`config.mk`:
```
export PLATFORM = sky130hd
export DESIGN_NAME = trp_xcvr_dev_flat
export DESIGN_NICKNAME = d
export VERILOG_FILES = /design/src/trp_pkg.sv /design/src/trp_if.sv /design/src/trp_xcvr_dev.sv /design/src/flat_wrapper.sv
export SDC_FILE = /design/constraint.sdc
export NUM_CORES = 1
export LEC_CHECK = 0
export BUFFER_PORTS_ARGS = -buffer_cell sky130_fd_sc_hd__buf_2
export CAP_MARGIN = 20
export CORE_ASPECT_RATIO = 0.7
export CORE_MARGIN = 5
export CORE_UTILIZATION = 35
export DETAILED_ROUTE_END_ITERATION = 10
export SLEW_MARGIN = 15
export SYNTH_ARGS = -nofsm -noshare
export SYNTH_HDL_FRONTEND = slang
export SYNTH_SLANG_ARGS = --single-unit
```
`constraint.sdc`:
```
create_clock -name core_clk -period 5.35 [get_ports core_clk]
set_input_delay 1.07 -clock core_clk [delete_from_list [all_inputs] [get_ports core_clk]]
set_output_delay 1.07 -clock core_clk [all_outputs]
set_load 0.02 [all_outputs]
```
`src/trp_pkg.sv`:
```
// Shared constants, register map and types of the transceiver reset block.
package trp_pkg;
	localparam int NUM_CH = 4;
	localparam int CNT_W = 16;
	localparam int PULSE_W = 2;
	localparam int ADDR_W = 8;
	localparam int DATA_W = 32;
	localparam int MIN_PULSE_CYCLES = 2;
	localparam int PLL_RST_CYCLES = 4;
	localparam int PLL_LOCK_CYCLES = 20;
	localparam int CDR_LOCK_CYCLES = 30;
	localparam int OFFSET_CANCEL_CYCLES = 40;
	localparam int RECONFIG_CYCLES = 16;
	localparam logic [ADDR_W-1:0] REG_CTRL = 8'h00;
	localparam logic [ADDR_W-1:0] REG_STATUS = 8'h04;
	localparam logic [ADDR_W-1:0] REG_CHAN = 8'h08;
	localparam int CTRL_START_BIT = 0;
	localparam int CTRL_PWRDN_BIT = 1;
	localparam int CTRL_TXONLY_BIT = 2;
	localparam int CTRL_RECONF_BIT = 3;
	localparam int CTRL_KIND_LSB = 4;
	localparam int ST_STATE_LSB = 0;
	localparam int ST_PLL_BIT = 4;
	localparam int ST_BUSY_BIT = 5;
	localparam int ST_DONE_BIT = 6;
	localparam logic CTRL_PWRDN_RESET = 1'b0;
	localparam logic CTRL_TXONLY_RESET = 1'b0;
	typedef enum logic [1:0] {
		RECONF_ANALOG,
		RECONF_CHANNEL,
		RECONF_PLL,
		RECONF_OFFSET
	} trp_reconf_t;
	typedef enum logic [2:0] {
		S_IDLE,
		S_PLL_RST,
		S_PLL_WAIT,
		S_BUSY_WAIT,
		S_CDR_WAIT,
		S_DONE
	} trp_seq_t;
	typedef enum logic [2:0] {
		B_BOOT,
		B_OFFSET,
		B_IDLE,
		B_RECONF,
		B_PLLRST
	} trp_busy_t;
endpackage

```
`src/trp_if.sv`:
```
// Reset, power-down and status wires between controller and transceiver.
`timescale 1ns/1ps
interface trp_if #(
	parameter int NUM_CH = trp_pkg::NUM_CH
) ();
	logic [NUM_CH-1:0] tx_digital_rst;
	logic [NUM_CH-1:0] rx_digital_rst;
	logic [NUM_CH-1:0] rx_analog_rst;
	logic pll_rst;
	logic block_powerdown;
	logic reconfig_req;
	trp_pkg::trp_reconf_t reconfig_kind;
	logic pll_locked;
	logic busy;
	logic [NUM_CH-1:0] rx_lock_mode;
	modport dev (
		input tx_digital_rst,
		input rx_digital_rst,
		input rx_analog_rst,
		input pll_rst,
		input block_powerdown,
		input reconfig_req,
		input reconfig_kind,
		output pll_locked,
		output busy,
		output rx_lock_mode
	);
	modport ctl (
		output tx_digital_rst,
		output rx_digital_rst,
		output rx_analog_rst,
		output pll_rst,
		output block_powerdown,
		output reconfig_req,
		output reconfig_kind,
		input pll_locked,
		input busy,
		input rx_lock_mode
	);
endinterface

```
`src/trp_xcvr_dev.sv`:
```
// Transceiver end: channel resets, block power-down and status outputs.
// Operation
// - Each channel has its own reset inputs.
// - One power-down covers PLLs and all channels.
// - Resets and power-down act without a clock.
// - Transmit reset clears transmit logic, two cycles.
// - Receive reset clears receive logic, two cycles.
// - Analog reset resets the channel clock recovery.
// - Controller holds analog reset two cycles minimum.
// - Hold digital resets until clocks are stable.
// - Controller pulses PLL reset during reset sequence.
// - PLL reconfiguration raises PLL reset by itself.
// - Power-down stops logic of every channel.
// - Power-down is shared and independent of resets.
// - PLL locked output high when PLL locked.
// - Lock mode high while tracking incoming data.
// - Lock mode low while locked to reference.
// - Busy low first cycle, high from second.
// - Busy high while offset cancellation runs.
// - Busy falls when offset cancellation completes.
// - Busy high for the whole reconfiguration.
// - Transmit reset spares the transmit buffer.
// - Controller waits busy low unless transmit-only.
`timescale 1ns/1ps
module trp_xcvr_dev #(
	parameter int NUM_CH = trp_pkg::NUM_CH
)(
	input wire logic core_clk,
	input wire logic nrst,
	trp_if.dev lnk,
	output logic [NUM_CH-1:0] tx_ready,
	output logic [NUM_CH-1:0] rx_ready,
	output logic [NUM_CH-1:0] pulse_err,
	output logic powered_down
);
	import trp_pkg::*;

	trp_busy_t busy_state;
	trp_reconf_t reconf_kind;
	logic [CNT_W-1:0] busy_cnt;
	logic [CNT_W-1:0] pll_cnt;
	logic pll_auto_rst;
	logic busy;
	logic pll_hold_n;
	logic pll_locked;
	logic [NUM_CH-1:0] lock_mode;

	generate
		if (NUM_CH < 1 || NUM_CH > DATA_W)
		begin : g_bad_ch
			$error("Channel count out of range.");
		end
		if (MIN_PULSE_CYCLES >= (1 << PULSE_W))
		begin : g_bad_pulse
			$error("Pulse counter too narrow.");
		end
	endgenerate

	// The PLL sees the user reset, its own reconfiguration reset and the
	// shared power-down; any of them drops lock at once.
	assign pll_hold_n = nrst & ~lnk.pll_rst & ~pll_auto_rst
		& ~lnk.block_powerdown;

	always_ff @(posedge core_clk or negedge pll_hold_n)
	begin
		if (!pll_hold_n)
		begin
			pll_cnt <= '0;
			pll_locked <= 1'b0;
		end
		else if (pll_cnt == CNT_W'(PLL_LOCK_CYCLES - 1))
		begin
			pll_locked <= 1'b1;
		end
		else
		begin
			pll_cnt <= pll_cnt + 1'b1;
		end
	end

	always_ff @(posedge core_clk or negedge nrst)
	begin
		if (!nrst)
		begin
			busy_state <= B_BOOT;
			busy_cnt <= '0;
			busy <= 1'b0;
			reconf_kind <= RECONF_ANALOG;
			pll_auto_rst <= 1'b0;
		end
		else
		begin
			unique case (busy_state)
				B_BOOT:
				begin
					busy <= 1'b1;
					busy_cnt <= CNT_W'(OFFSET_CANCEL_CYCLES - 1);
					busy_state <= B_OFFSET;
				end
				B_OFFSET:
				begin
					if (busy_cnt == '0)
					begin
						busy <= 1'b0;
						busy_state <= B_IDLE;
					end
					else
					begin
						busy_cnt <= busy_cnt - 1'b1;
					end
				end
				B_IDLE:
				begin
					if (lnk.reconfig_req)
					begin
						busy <= 1'b1;
						busy_cnt <= CNT_W'(RECONFIG_CYCLES - 1);
						reconf_kind <= lnk.reconfig_kind;
						busy_state <= B_RECONF;
					end
				end
				B_RECONF:
				begin
					if (busy_cnt != '0)
					begin
						busy_cnt <= busy_cnt - 1'b1;
					end
					else if (reconf_kind == RECONF_PLL)
					begin
						pll_auto_rst <= 1'b1;
						busy_cnt <= CNT_W'(PLL_RST_CYCLES - 1);
						busy_state <= B_PLLRST;
					end
					else
					begin
						busy <= 1'b0;
						busy_state <= B_IDLE;
					end
				end
				B_PLLRST:
				begin
					if (busy_cnt == '0)
					begin
						pll_auto_rst <= 1'b0;
						busy <= 1'b0;
						busy_state <= B_IDLE;
					end
					else
					begin
						busy_cnt <= busy_cnt - 1'b1;
					end
				end
			endcase
		end
	end

	always_ff @(posedge core_clk or negedge nrst)
	begin
		if (!nrst)
		begin
			powered_down <= 1'b0;
		end
		else
		begin
			powered_down <= lnk.block_powerdown;
		end
	end

	for (genvar i = 0; i < NUM_CH; i++)
	begin : g_ch
		logic tx_hold_n;
		logic rx_hold_n;
		logic cdr_hold_n;
		logic tx_q;
		logic rx_q;
		logic lock_q;
		logic [CNT_W-1:0] cdr_cnt;
		logic [2:0] rst_now;
		logic [2:0] err_q;

		// A channel's own resets, the power-down or nrst clear its logic, and loss of PLL lock clears its clock recovery;
		// the transmit buffer is outside and runs on through a tx reset.
		assign tx_hold_n = nrst & ~lnk.tx_digital_rst[i]
			& ~lnk.block_powerdown;
		assign rx_hold_n = nrst & ~lnk.rx_digital_rst[i]
			& ~lnk.block_powerdown;
		assign cdr_hold_n = nrst & ~lnk.rx_analog_rst[i]
			& ~lnk.block_powerdown & pll_locked;

		always_ff @(posedge core_clk or negedge tx_hold_n)
		begin
			if (!tx_hold_n)
			begin
				tx_q <= 1'b0;
			end
			else
			begin
				tx_q <= 1'b1;
			end
		end

		always_ff @(posedge core_clk or negedge rx_hold_n)
		begin
			if (!rx_hold_n)
			begin
				rx_q <= 1'b0;
			end
			else
			begin
				rx_q <= 1'b1;
			end
		end

		// Clock recovery starts on the reference and moves to the data
		// once it has settled.
		always_ff @(posedge core_clk or negedge cdr_hold_n)
		begin
			if (!cdr_hold_n)
			begin
				cdr_cnt <= '0;
				lock_q <= 1'b0;
			end
			else if (cdr_cnt == CNT_W'(CDR_LOCK_CYCLES - 1))
			begin
				lock_q <= 1'b1;
			end
			else
			begin
				cdr_cnt <= cdr_cnt + 1'b1;
			end
		end

		// The resets come from logic on this same clock, so sampling them
		// here is safe; a pulse shorter than the minimum is only flagged.
		assign rst_now = {lnk.rx_analog_rst[i], lnk.rx_digital_rst[i],
			lnk.tx_digital_rst[i]};

		for (genvar j = 0; j < 3; j++)
		begin : g_pw
			logic [PULSE_W-1:0] width;
			logic err;

			always_ff @(posedge core_clk or negedge nrst)
			begin
				if (!nrst)
				begin
					width <= '0;
					err <= 1'b0;
				end
				else if (rst_now[j]
					&& width != PULSE_W'(MIN_PULSE_CYCLES))
				begin
					width <= width + 1'b1;
				end
				else if (!rst_now[j] && width != '0)
				begin
					width <= '0;
					if (width < PULSE_W'(MIN_PULSE_CYCLES))
					begin
						err <= 1'b1;
					end
				end
			end
			assign err_q[j] = err;
		end

		assign tx_ready[i] = tx_q;
		assign rx_ready[i] = rx_q;
		assign lock_mode[i] = lock_q;
		assign pulse_err[i] = |err_q;
	end

	assign lnk.pll_locked = pll_locked;
	assign lnk.busy = busy;
	assign lnk.rx_lock_mode = lock_mode;
endmodule // trp_xcvr_dev

```
`src/flat_wrapper.sv`:
```
// flat-port wrapper written by rule: the top's interface ports become plain ports
module trp_xcvr_dev_flat import trp_pkg::*;
#(
	parameter int NUM_CH = trp_pkg::NUM_CH
)
  (core_clk, nrst, tx_ready, rx_ready, pulse_err, powered_down, lnk_tx_digital_rst, lnk_rx_digital_rst, lnk_rx_analog_rst, lnk_pll_rst, lnk_block_powerdown, lnk_reconfig_req, lnk_reconfig_kind, lnk_pll_locked, lnk_busy, lnk_rx_lock_mode);
  trp_if #(.NUM_CH(NUM_CH)) lnk_i ();
  input wire logic core_clk;
  input wire logic nrst;
  output logic [NUM_CH-1:0] tx_ready;
  output logic [NUM_CH-1:0] rx_ready;
  output logic [NUM_CH-1:0] pulse_err;
  output logic powered_down;
  input wire logic [$bits(lnk_i.tx_digital_rst)-1:0] lnk_tx_digital_rst;
  input wire logic [$bits(lnk_i.rx_digital_rst)-1:0] lnk_rx_digital_rst;
  input wire logic [$bits(lnk_i.rx_analog_rst)-1:0] lnk_rx_analog_rst;
  input wire logic [$bits(lnk_i.pll_rst)-1:0] lnk_pll_rst;
  input wire logic [$bits(lnk_i.block_powerdown)-1:0] lnk_block_powerdown;
  input wire logic [$bits(lnk_i.reconfig_req)-1:0] lnk_reconfig_req;
  input wire logic [$bits(lnk_i.reconfig_kind)-1:0] lnk_reconfig_kind;
  output wire logic [$bits(lnk_i.pll_locked)-1:0] lnk_pll_locked;
  output wire logic [$bits(lnk_i.busy)-1:0] lnk_busy;
  output wire logic [$bits(lnk_i.rx_lock_mode)-1:0] lnk_rx_lock_mode;
  assign lnk_i.tx_digital_rst = lnk_tx_digital_rst;
  assign lnk_i.rx_digital_rst = lnk_rx_digital_rst;
  assign lnk_i.rx_analog_rst = lnk_rx_analog_rst;
  assign lnk_i.pll_rst = lnk_pll_rst;
  assign lnk_i.block_powerdown = lnk_block_powerdown;
  assign lnk_i.reconfig_req = lnk_reconfig_req;
  assign lnk_i.reconfig_kind = lnk_reconfig_kind;
  assign lnk_pll_locked = lnk_i.pll_locked;
  assign lnk_busy = lnk_i.busy;
  assign lnk_rx_lock_mode = lnk_i.rx_lock_mode;
  trp_xcvr_dev #(.NUM_CH(NUM_CH)) u_core (.core_clk(core_clk), .nrst(nrst), .lnk(lnk_i), .tx_ready(tx_ready), .rx_ready(rx_ready), .pulse_err(pulse_err), .powered_down(powered_down));
endmodule
```
==> results by group, run 1 <==
Job
  • MaxCap Viol Count: 0

Timing
  • RSZ-0062 raised after global routing: false
  • Tcrit/Tclk final: 47.3%
  • Slew HR: 48.3%
  • Final setup vio count: 0
  • TNS Setup: 0 ns
  • Max Slew Vio Count: 0
  • Final hold violation count: 0
  • Fin crit period: 2.53 ns
  • Clock skew: 0.00911 ns
  • Worst-Margin Slew: 0.771 ns
  • Fmax: 395 MHz

Setup path
  • Worst EP arrival: 2.84 ns
  • Worst path required time: 5.66 ns
  • Reg2Reg Depth: 7
  • Reg-to-Reg End: u_core.busy_cnt[13]
  • Crit start category: flip-flop
  • Critical Path Fanout Max: 11
  • R2r startpoint: u_core.busy_cnt[0]
  • CP Class: flip-flop to flip-flop
  • FF-to-FF setup slack: 2.82 ns
  • Crit end category: flip-flop

Cells and area
  • Finished Layout Cells: 1,047
  • Layout Nets: 812
  • Diodes inserted: 0
  • Finished Cell Area: 8440 sq um
  • Ratio of cells with drive above 1 in the final layout: 14.4%
  • Fill cell count: 2,030
  • Area of the multi-input gates: 3320 sq um
  • Area grow syn2layout: 13.8%
  • Storage cell area: 3830 sq um

Synth
  • Post-Synthesis Cells: 713
  • Synth Flop Type: dfrtp_1
  • Xor/xnor share of the synthesized area: 9.21%
  • Post-synth EDFFs: 0
  • Syn_area_per_cell: 10.4 sq um
  • Yosys top cell by area: dfrtp_1
  • Main combinational cell family by area after synthesis: simple AND/OR/NAND/NOR gates
  • Mux cell area share after synthesis: 2.55%
  • Post-Syn Area: 7420 sq um
  • Post-synthesis sequential area ratio: 51.6%
  • Dominant cells by area after synthesis: dfrtp_1 (52%), xnor2_1 (6.7%), ha_1 (5.7%)
  • Post-synthesis compound-gate area fraction: 6.38%
  • Adder-cell share of the synthesized area: 5.74%
  • YS warnings: 0
  • Simple-gate area share of the yosys netlist: 20.5%
  • Yosys reg bits: 153
  • Share of the synthesized area in the top cell type: 51.6%
  • FFs w/ async S/R, synth: 100%
  • Distinct cell type count after synthesis: 52

CTS
  • Clk slew on worst S/H paths: 0.06 ns
  • CTS root buffer: clkbuf_16
  • H-tree depth: 4
  • Num CTS Buffers: 17
  • Hold_buf cts: 0
  • Clk_lat worst skew: 0.42 ns
  • Cts repair resizes: 0
  • Sink Count: 153
  • Setup repair bufs after CTS: 0
  • CTS tree: yes
  • CTS Buffer Depth: 2

Global routing
  • First-pass GRT wire length: 24,000 microns
  • Pin count of the biggest net entering global routing: 49
  • Number of global-route vias before repair: 4,740
  • Remaining global-route overflow: 0
  • Initial antenna violation count: 1
  • GRT Overall Usage: 12.0%

Hold path
  • Hold Path End: u_core.g_ch[2].g_pw[1].err
  • Hold Path Class: flip-flop to flip-flop
  • HP Start: u_core.g_ch[2].g_pw[1].err
  • Worst hold path cell count: 1

Place
  • PortBufs: 37
  • Cell Area, Placed: 7880 sq um
  • Dpl cells: 1,016
  • Gpl congestion: 0.839
  • Post-DP HPWL: 9740 microns

Detailed routing
  • Routed wire length: 13,800 microns
  • Post-DRT Antenna Nets: 0
  • Via count: 5,002
  • Drt drc: 0
  • WL per Instance: 13.1 microns
  • DRT iter0 DRCs: 267
  • First drt pass iteration count: 5
  • Vias per inst: 4.78

Power
  • Peak VDD IR: 0.000208 V
  • Power per Cell Area: 370 nW/um^2
  • Leakage: 3.74 nW

Run status
  • Status: complete, no violations

Die
  • Die ar.: 24,200 sq um
  • Core area: 20,800 sq um
  • Initial Util: 35.6%
  • Die Y: 132 microns
  • # rows: 44
  • # IOs: 38
  • DIE WIDTH: 184 microns
## cells in the mapped netlist, types with 9 or more instances
master / number
nor4_1: 11
and3_1: 17
clkbuf_1: 9
xor2_1: 21
dfrtp_1: 153
buf_4: 12
nor3_1: 23
xnor2_1: 57
nor2_1: 43
or2_2: 15
ha_1: 34
mux2_2: 15
nand4_1: 21
nand2b_1: 15
inv_1: 41
a21oi_1: 14
nand2_1: 72
nand3_1: 36
o21ai_0: 37
## metrics by stage
step / worst slack (ns) / power (mW) / hold WS [ns] / utilization, %
after floorplan: 2.47 / 1.88 / 0.430 / -
after global placement: 2.87 / 2.00 / 0.447 / 37.9
after detailed placement: 2.82 / 2.02 / 0.447 / 37.9
after CTS: 2.81 / 3.17 / 0.464 / 40.5
after global routing: 2.61 / 3.34 / 0.476 / 40.5
final: 2.82 / 3.12 / 0.459 / 40.5
## cells in the final DEF, fill, tap and decap left out, types with 21 or more instances in the layout
| cell | n |
|---|---|
| buf_2 | 37 |
| dfrtp_1 | 153 |
| ha_1 | 34 |
| inv_1 | 41 |
| nand2_1 | 72 |
| nand3_1 | 36 |
| nand4_1 | 21 |
| nor2_1 | 43 |
| nor3_1 | 22 |
| o21ai_0 | 37 |
| xnor2_1 | 57 |
| xor2_1 | 21 |
## layer usage
metal	vias to the layer above	routed length, microns	track usage (%)
met1	2390	7370	18.0
met5	-	7	0
met3	15	641	4.14
met4	2	126	3.08
met2	64	5610	16.6
li1	2531	-	-
## registers in the layout, summed over array words and instances (netlist names), 2 cells and up
name,count
u_core.busy_cnt,16
u_core.busy_state,3
u_core.g_ch.cdr_cnt,64
u_core.g_ch.g_pw.err,12
u_core.g_ch.g_pw.width,24
u_core.g_ch.lock_q,4
u_core.g_ch.rx_q,4
u_core.g_ch.tx_q,4
u_core.pll_cnt,16
u_core.reconf_kind,2
## power breakdown
part,total (mW),internal [mW],leakage [nW],switching [mW]
combinational,0.589,0.290,1.57,0.299
sequential,1.40,1.28,1.90,0.121
clock,1.13,0.661,0.276,0.469
## area by class of cell
cell class | count | area share (%)
Timing Repair Buffer | 43 | 2.73
Tap cell | 276 | 4.09
Sequential cell | 153 | 45.4
Inverter | 41 | 1.82
Clock inverter | 11 | 1.16
Clock buffer | 20 | 5.41
Multi-Input combinational cell | 503 | 39.4
## critical path: stages (launching register included)
cell and delay [ns]:
dfrtp_1 0.41, inv_1 0.07, ha_1 0.19, or3b_2 0.51, or2_2 0.41, o21ai_2 0.41, o21ai_0 0.16, a22o_1 0.27
## logic make-up (layout without fill, tap and decap cells)
group | after synthesis | count (layout)
AOI/OAI and AO/OA | 78 | 78
and+or+nand+nor | 288 | 288
xor gates and xnor gates | 78 | 78
DFF | 153 | 153
other | 1 | 8
muxes | 17 | 17
buffers and inverters | 64 | 115
adders and majority gates | 34 | 34
## worst max-delay path by stage
stage	startpoint	end	slack, ns	cells past startpoint
3_5_place_dp	u_core.busy_cnt[0]	u_core.busy_cnt[13]	2.82	7
5_1_grt	u_core.busy_cnt[0]	u_core.busy_cnt[13]	2.61	7
4_1_cts	u_core.busy_cnt[0]	u_core.busy_cnt[13]	2.81	7
6_report	u_core.busy_cnt[0]	u_core.busy_cnt[13]	2.82	7
3_3_place_gp	u_core.busy_cnt[0]	u_core.busy_cnt[13]	2.87	7
2_1_floorplan	lnk_block_powerdown	u_core.lnk.pll_locked	2.47	3
No activity file was read; power rests on OpenSTA's default activity.
==> run 2: changes to the inputs <==
--- a/config.mk
+++ b/config.mk
@@ -5,6 +5,7 @@
 export SDC_FILE = /design/constraint.sdc
 export NUM_CORES = 1
 export LEC_CHECK = 0
+export ABC_AREA = 1
 export BUFFER_PORTS_ARGS = -buffer_cell sky130_fd_sc_hd__buf_2
 export CAP_MARGIN = 20
 export CORE_ASPECT_RATIO = 0.7
==> constraint.sdc (replaced) <==
create_clock -name core_clk -period 2.54 [get_ports core_clk]
set_input_delay 0.508 -clock core_clk [delete_from_list [all_inputs] [get_ports core_clk]]
set_output_delay 0.508 -clock core_clk [all_outputs]
set_load 0.02 [all_outputs]
==> results by group, run 2 <==
Run status
  • Status: complete, no violations

Die
  • DIE WIDTH: 192 microns (+4.3%)
  • Initial Util: 35.6% (about the same)
  • Die ar.: 26,300 sq um (+8.6%)
  • # rows: 46 (+4.5%)
  • # IOs: 38 (unchanged)
  • Die Y: 137 microns (+4.2%)
  • Core area: 22,700 sq um (+9.2%)

Detailed routing
  • Via count: 6,105 (+22%)
  • Drt drc: 0 (unchanged)
  • Routed wire length: 15,900 microns (+16%)
  • First drt pass iteration count: 5 (unchanged)
  • DRT iter0 DRCs: 403 (+51%)
  • WL per Instance: 11.7 microns (-11%)
  • Vias per inst: 4.48 (-6.3%)
  • Post-DRT Antenna Nets: 0 (unchanged)

Global routing
  • GRT Overall Usage: 12.9% (+0.90 points)
  • First-pass GRT wire length: 27,400 microns (+14%)
  • Number of global-route vias before repair: 5,721 (+21%)
  • Initial antenna violation count: 1 (unchanged)
  • Pin count of the biggest net entering global routing: 61 (+24%)
  • Remaining global-route overflow: 0 (unchanged)

CTS
  • Sink Count: 153 (unchanged)
  • CTS root buffer: clkbuf_16
  • Clk slew on worst S/H paths: 0.06 ns (about the same)
  • CTS Buffer Depth: 2 (unchanged)
  • Clk_lat worst skew: 0.42 ns (about the same)
  • H-tree depth: 4 (unchanged)
  • CTS tree: yes
  • Num CTS Buffers: 17 (unchanged)
  • Setup repair bufs after CTS: 0 (unchanged)

Cells and area
  • Layout Nets: 1,090 (+34%)
  • Most frequent cells in the layout: nand2_1 (233), inv_1 (167), dfrtp_1 (153)
  • Top reg by flops: u_core.g_ch.cdr_cnt
  • Largest regs: u_core.g_ch.cdr_cnt (64), u_core.g_ch.g_pw.width (24)
  • Ratio of cells with drive above 1 in the final layout: 11.1% (-3.3 points)
  • Fill cell count: 2,281 (+12%)
  • Leading cell type in the layout, fill and taps excluded: nand2_1
  • Area grow syn2layout: 14.7%
  • Max FFs per register: 64 (unchanged)
  • Finished Layout Cells: 1,364 (+30%)

Setup path
  • R2r startpoint: u_core.busy_cnt[0]
  • Slowest-stage cell, CP: nor2_2
  • Crit path cell chain: inv_1, ha_1, nand2_2, nor2_4, nand2_4, nor2_4, nor2_2, nand2_1, nand2_1, inv_1
  • Crit start category: flip-flop
  • Worst path required time: 2.86 ns (-2.80 ns)
  • CP Class: flip-flop to flip-flop
  • Worst EP arrival: 2.17 ns (-0.67 ns)
  • Max incr delay on CP: 0.48 ns (-0.03 ns)
  • Critical Path Fanout Max: 11 (unchanged)
  • Crit end category: flip-flop
  • Crit-path leading delay family: simple AND/OR/NAND/NOR gates
  • Worst path buffer plus inverter count: 2 (+1)
  • Worst setup path startpoint: u_core.busy_cnt[0]

Timing
  • Fin crit period: 1.85 ns (-0.683 ns)
  • Setup slack after layout: 0.693 ns (-2.13 ns)
  • Final setup vio count: 0 (unchanged)
  • Slew HR: 46.1% (-2.2 points)
  • Worst-Margin Slew: 0.808 ns (+0.0366 ns)
  • Clock skew: 0.00790 ns (-0.00120 ns)
  • TNS Setup: 0 ns (unchanged)
  • Final hold violation count: 0 (unchanged)
  • Max Slew Vio Count: 0 (unchanged)
  • Tcrit/Tclk final: 72.7% (+25 points)
  • RSZ-0062 raised after global routing: false
  • Fmax: 541 MHz (+37%)

Synth
  • Distinct cell type count after synthesis: 38 (-27%)
  • Post-Synthesis Cells: 975 (+37%)
  • Adder-cell share of the synthesized area: 5.25% (-0.49 points)
  • Syn_area_per_cell: 8.31 sq um (-20%)
  • FFs w/ async S/R, synth: 100% (unchanged)
  • Post-synthesis sequential area ratio: 47.3% (-4.4 points)
  • Dominant cells by area after synthesis: dfrtp_1 (47%), nand2_1 (11%), inv_1 (7.7%)
  • Main combinational cell family by area after synthesis: simple AND/OR/NAND/NOR gates
  • Most frequent cell after synthesis: nand2_1
  • Post-synthesis compound-gate area fraction: 2.98% (-3.4 points)
  • Yosys top cell by area: dfrtp_1
  • Synth Flop Type: dfrtp_1
  • Xor/xnor share of the synthesized area: 6.70% (-2.5 points)
  • YS warnings: 0 (unchanged)
  • Commonest cells post-synth: nand2_1 (233), inv_1 (167), dfrtp_1 (153)
  • Post-Syn Area: 8100 sq um (+9.3%)
  • Mux cell area share after synthesis: 0.139% (-2.4 points)
  • Post-synth EDFFs: 0 (unchanged)
  • Yosys reg bits: 153 (unchanged)
  • Simple-gate area share of the yosys netlist: 28.3% (+7.8 points)
  • Share of the synthesized area in the top cell type: 47.3% (-4.4 points)

Power
  • Combinational fraction of design power: 23.3% (+4.5 points)
  • Power per Cell Area: 754 nW/um^2 (+100%)
  • Switching power: 2.31 mW (+160%)
  • Peak VDD IR: 0.000507 V (+140%)
  • Switching portion of total power: 33.0% (+4.6 points)
  • Int Pwr: 4.69 mW (+110%)
  • Clock share of power: 35.2% (-1.0 points)
  • Share of power burned in registers: 41.5% (-3.5 points)
  • Leakage: 4.88 nW (+30%)

Place
  • Post-DP HPWL: 11,700 microns (+21%)
  • Gpl congestion: 0.941 (+12%)
  • PortBufs: 37 (unchanged)
  • Dpl cells: 1,323 (+30%)
  • DP Worst Slack: 0.718 ns (-2.10 ns)

Job
  • MaxCap Viol Count: 0 (unchanged)

Hold path
  • Hold Path Class: primary input to asynchronous set/reset pin
## run 2: cell count changes in the layout (fill, tap and decap cells not counted), moves of 31 or more
cell,delta
inv_1,+126
o21ai_0,-31
xor2_1,+38
xnor2_1,-54
nor2_1,+60
nand3_1,+32
nand2_1,+161
## run 2: worst paths after layout
kind,slack (ns),cells past startpoint,to
max,0.69,10,u_core.busy_cnt[9]
min,0.02,2,u_core.g_ch[0].tx_q
max reg2reg,0.69,10,u_core.busy_cnt[9]
min reg2reg,0.45,2,u_core.g_ch[1].g_pw[1].err
max in group asynchronous,1.47,6,u_core.pll_cnt[5]
min in group core_clk,0.26,1,u_core.powered_down
## run 2: cell families (layout without fill, tap and decap cells)
group / count (synthesis) / count (layout)
AOI/OAI and AO/OA: 34 / 34
xor gates and xnor gates: 62 / 62
adders and majority gates: 34 / 34
buffers and inverters: 186 / 254
DFF: 153 / 153
muxes: 1 / 1
other: 1 / 10
and+or+nand+nor: 504 / 504
## run 2: per-stage QoR
step	hold WS, ns	total power [mW]	util (%)	area, sq um
after floorplan	0.212	4.18	-	8130
after global placement	0.402	4.52	38.0	8640
after detailed placement	0.407	4.58	38.0	8640
after CTS	0.0178	7.12	40.9	9290
after global routing	0.0256	7.50	40.9	9290
final	0.0163	7.01	40.9	9300
## run 2: final cells by class
cell class | count | area [sq um] | share of cell area [%]
flip-flops and latches | 153 | 3830 | 41.2
repair buffers | 50 | 300 | 3.23
diodes | 2 | 5.00 | 0.0538
multi-input cells | 643 | 3550 | 38.2
clock inverters | 14 | 140 | 1.51
well taps | 312 | 390 | 4.20
clock buffers | 18 | 439 | 4.72
inverters | 172 | 646 | 6.94
## run 2: metal layers
layer | track usage (%) | routed length (microns) | vias to the layer above | part of all wire (%)
met5 | 0 | 13 | - | 0.082
met4 | 3.91 | 187 | 2 | 1.2
met3 | 3.39 | 810 | 17 | 5.1
met2 | 18.6 | 6560 | 113 | 41
met1 | 19.0 | 8330 | 2810 | 52
li1 | - | - | 3163 | -
## run 2: timing repair
item | in CTS | in global routing
resized for setup | 0 | 0
endpoints found under the hold margin | 7 | 0
hold buffers | 7 | 0
## run 2: power by group through the flow
stage | combinational (mW) | clock, mW | sequential, mW
after floorplan | 1.26 | 0 | 2.92
after global placement | 1.58 | 0 | 2.94
after detailed placement | 1.63 | 0 | 2.95
after CTS | 1.65 | 2.57 | 2.91
after global routing | 1.90 | 2.66 | 2.94
final | 1.63 | 2.47 | 2.91
==> run 3: changes to the inputs <==
==> constraint.sdc (replaced) <==
create_clock -name core_clk -period 1.75 [get_ports core_clk]
set_input_delay 0.35 -clock core_clk [delete_from_list [all_inputs] [get_ports core_clk]]
set_output_delay 0.35 -clock core_clk [all_outputs]
set_load 0.02 [all_outputs]
==> results by group, run 3 (synthesis gave the netlist of run 2 again) <==
Cells and area
  • Max FFs per register: 64 (unchanged)
  • Finished Cell Area: 9410 sq um (+1.2%)
  • Storage cell area: 3830 sq um (unchanged)
  • Most frequent cells in the layout: nand2_1 (232), inv_1 (166), dfrtp_1 (153)
  • Post-layout util: 41.4% (+0.48 points)
  • Fill cell count: 2,265 (-0.70%)
  • Leading cell type in the layout, fill and taps excluded: nand2_1
  • Area grow syn2layout: 16.1%
  • Layout Nets: 1,100 (+0.92%)
  • Ratio of cells with drive above 1 in the final layout: 12.0% (+0.84 points)
  • Area of the multi-input gates: 3570 sq um (+0.78%)
  • Finished Layout Cells: 1,372 (+0.59%)
  • Top reg by flops: u_core.g_ch.cdr_cnt
  • Diodes inserted: 0 (-2)
  • Largest regs: u_core.g_ch.cdr_cnt (64), u_core.g_ch.g_pw.width (24)

Detailed routing
  • Routed wire length: 16,000 microns (+0.71%)
  • Drt drc: 0 (unchanged)
  • Vias per inst: 4.50 (+0.64%)
  • Post-DRT Antenna Nets: 0 (unchanged)
  • First drt pass iteration count: 5 (unchanged)
  • WL per Instance: 11.7 microns (+0.12%)
  • Via count: 6,180 (+1.2%)
  • DRT iter0 DRCs: 535 (+33%)

Timing
  • Max Slew Vio Count: 0 (unchanged)
  • Slew HR: 44.8% (-1.3 points)
  • Setup slack after layout: 0.156 ns (-0.538 ns)
  • Tcrit/Tclk final: 91.1% (+18 points)
  • Clock skew: 0.00946 ns (+0.00155 ns)
  • Fmax: 627 MHz (+16%)
  • Worst-Margin Slew: 0.827 ns (+0.0196 ns)
  • TNS Setup: 0 ns (unchanged)
  • Final hold violation count: 0 (unchanged)
  • Final setup vio count: 0 (unchanged)
  • RSZ-0062 raised after global routing: false
  • Fin crit period: 1.59 ns (-0.252 ns)

Hold path
  • Hold Path Class: primary input to asynchronous set/reset pin

Setup path
  • Crit end category: flip-flop
  • Critical Path Fanout Max: 12 (+1)
  • CP Class: flip-flop to flip-flop
  • Worst EP arrival: 1.92 ns (-0.25 ns)
  • Crit start category: flip-flop
  • Worst path required time: 2.07 ns (-0.79 ns)

CTS
  • Sink Count: 153 (unchanged)
  • Clk slew on worst S/H paths: 0.07 ns (about the same)
  • CTS Buffer Depth: 2 (unchanged)
  • H-tree depth: 4 (unchanged)
  • Clk_lat worst skew: 0.43 ns (about the same)
  • CTS root buffer: clkbuf_16
  • Num CTS Buffers: 17 (unchanged)
  • CTS tree: yes

Power
  • Power per Cell Area: 1100 nW/um^2 (+46%)
  • Peak VDD IR: 0.000701 V (+38%)
  • Leakage: 4.94 nW (+1.1%)

Place
  • Gpl congestion: 0.865 (-8.0%)
  • Dpl cells: 1,331 (+0.60%)
  • Post-DP HPWL: 11,800 microns (+0.84%)
  • PortBufs: 37 (unchanged)
  • DP Worst Slack: -0.0707 ns (-0.789 ns)
  • Cell Area, Placed: 8700 sq um (+0.69%)

Die
  • Initial Util: 35.6% (unchanged)
  • Core area: 22,700 sq um (unchanged)
  • Die ar.: 26,300 sq um (unchanged)
  • # IOs: 38 (unchanged)
  • DIE WIDTH: 192 microns (unchanged)
  • # rows: 46 (unchanged)
  • Die Y: 137 microns (unchanged)

Global routing
  • Number of global-route vias before repair: 5,929 (+3.6%)
  • Remaining global-route overflow: 0 (unchanged)
  • GRT Overall Usage: 13.4% (+0.49 points)
  • First-pass GRT wire length: 28,500 microns (+4.1%)
  • Pin count of the biggest net entering global routing: 61 (unchanged)
  • Initial antenna violation count: 1 (unchanged)

Run status
  • Status: complete, no violations

Job
  • MaxCap Viol Count: 0 (unchanged)
[run 3: metrics by stage]
stage	power, mW	hold slack [ns]
after floorplan	6.06	0.0544
after global placement	6.60	0.248
after detailed placement	6.65	0.248
after CTS	10.4	0.00534
after global routing	11.1	0.0364
final	10.3	0.0132
[run 3: worst paths after layout]
check                                            from                    endpoint  slack, ns  depth (start not counted)
setup reg to reg                   u_core.busy_cnt[1]          u_core.busy_cnt[5]       0.16                          9
hold / removal                   lnk_rx_analog_rst[2]   u_core.g_ch[2].cdr_cnt[6]       0.01                          3
setup / recovery                   u_core.busy_cnt[1]          u_core.busy_cnt[5]       0.16                          9
hold reg to reg            u_core.g_ch[0].g_pw[2].err  u_core.g_ch[0].g_pw[2].err       0.45                          2
min in group core_clk             lnk_block_powerdown         u_core.powered_down       0.08                          1
max in group asynchronous       u_core.lnk.pll_locked  u_core.g_ch[0].cdr_cnt[14]       0.90                          3
[run 3: final cells by class]
cell class / count / area share [%]
multi-input combinational: 643 / 38.0
inverter: 172 / 6.86
clock buffer: 20 / 4.75
clock inverter: 12 / 1.49
sequential: 153 / 40.7
timing repair buffer: 60 / 4.04
tap: 312 / 4.15
[run 3: repair_timing]
item	4_1_cts	5_1_grt
resized for setup	1	6
hold buffers	9	0
hold endpoints to repair	21	0
setup buffers	0	0
setup endpoints to repair	3	13
[run 3: layer usage]
metal,up-vias,GRT usage [%],wire length [microns]
li1,3189,-,-
met1,2830,20.3,8530
met3,19,3.82,859
met4,2,4.27,276
met5,-,0,7
met2,140,18.3,6350
[run 3: report_power, final]
part           switching (mW)  leakage (nW)  total [mW]  internal [mW]
registers               0.289          1.91        4.23           3.94
clock network            1.53         0.284        3.69           2.16
logic                    1.54          2.74        2.42          0.881
[run 3: critical path, cell delays in order, from the launching register on]
cell and delay (ns):
dfrtp_1 0.35, inv_1 0.14, ha_4 0.17, nand2_2 0.11, nor2_4 0.16, nand3_1 0.17, nand2_4 0.19, nand2_1 0.08
nand2_1 0.07, inv_1 0.03
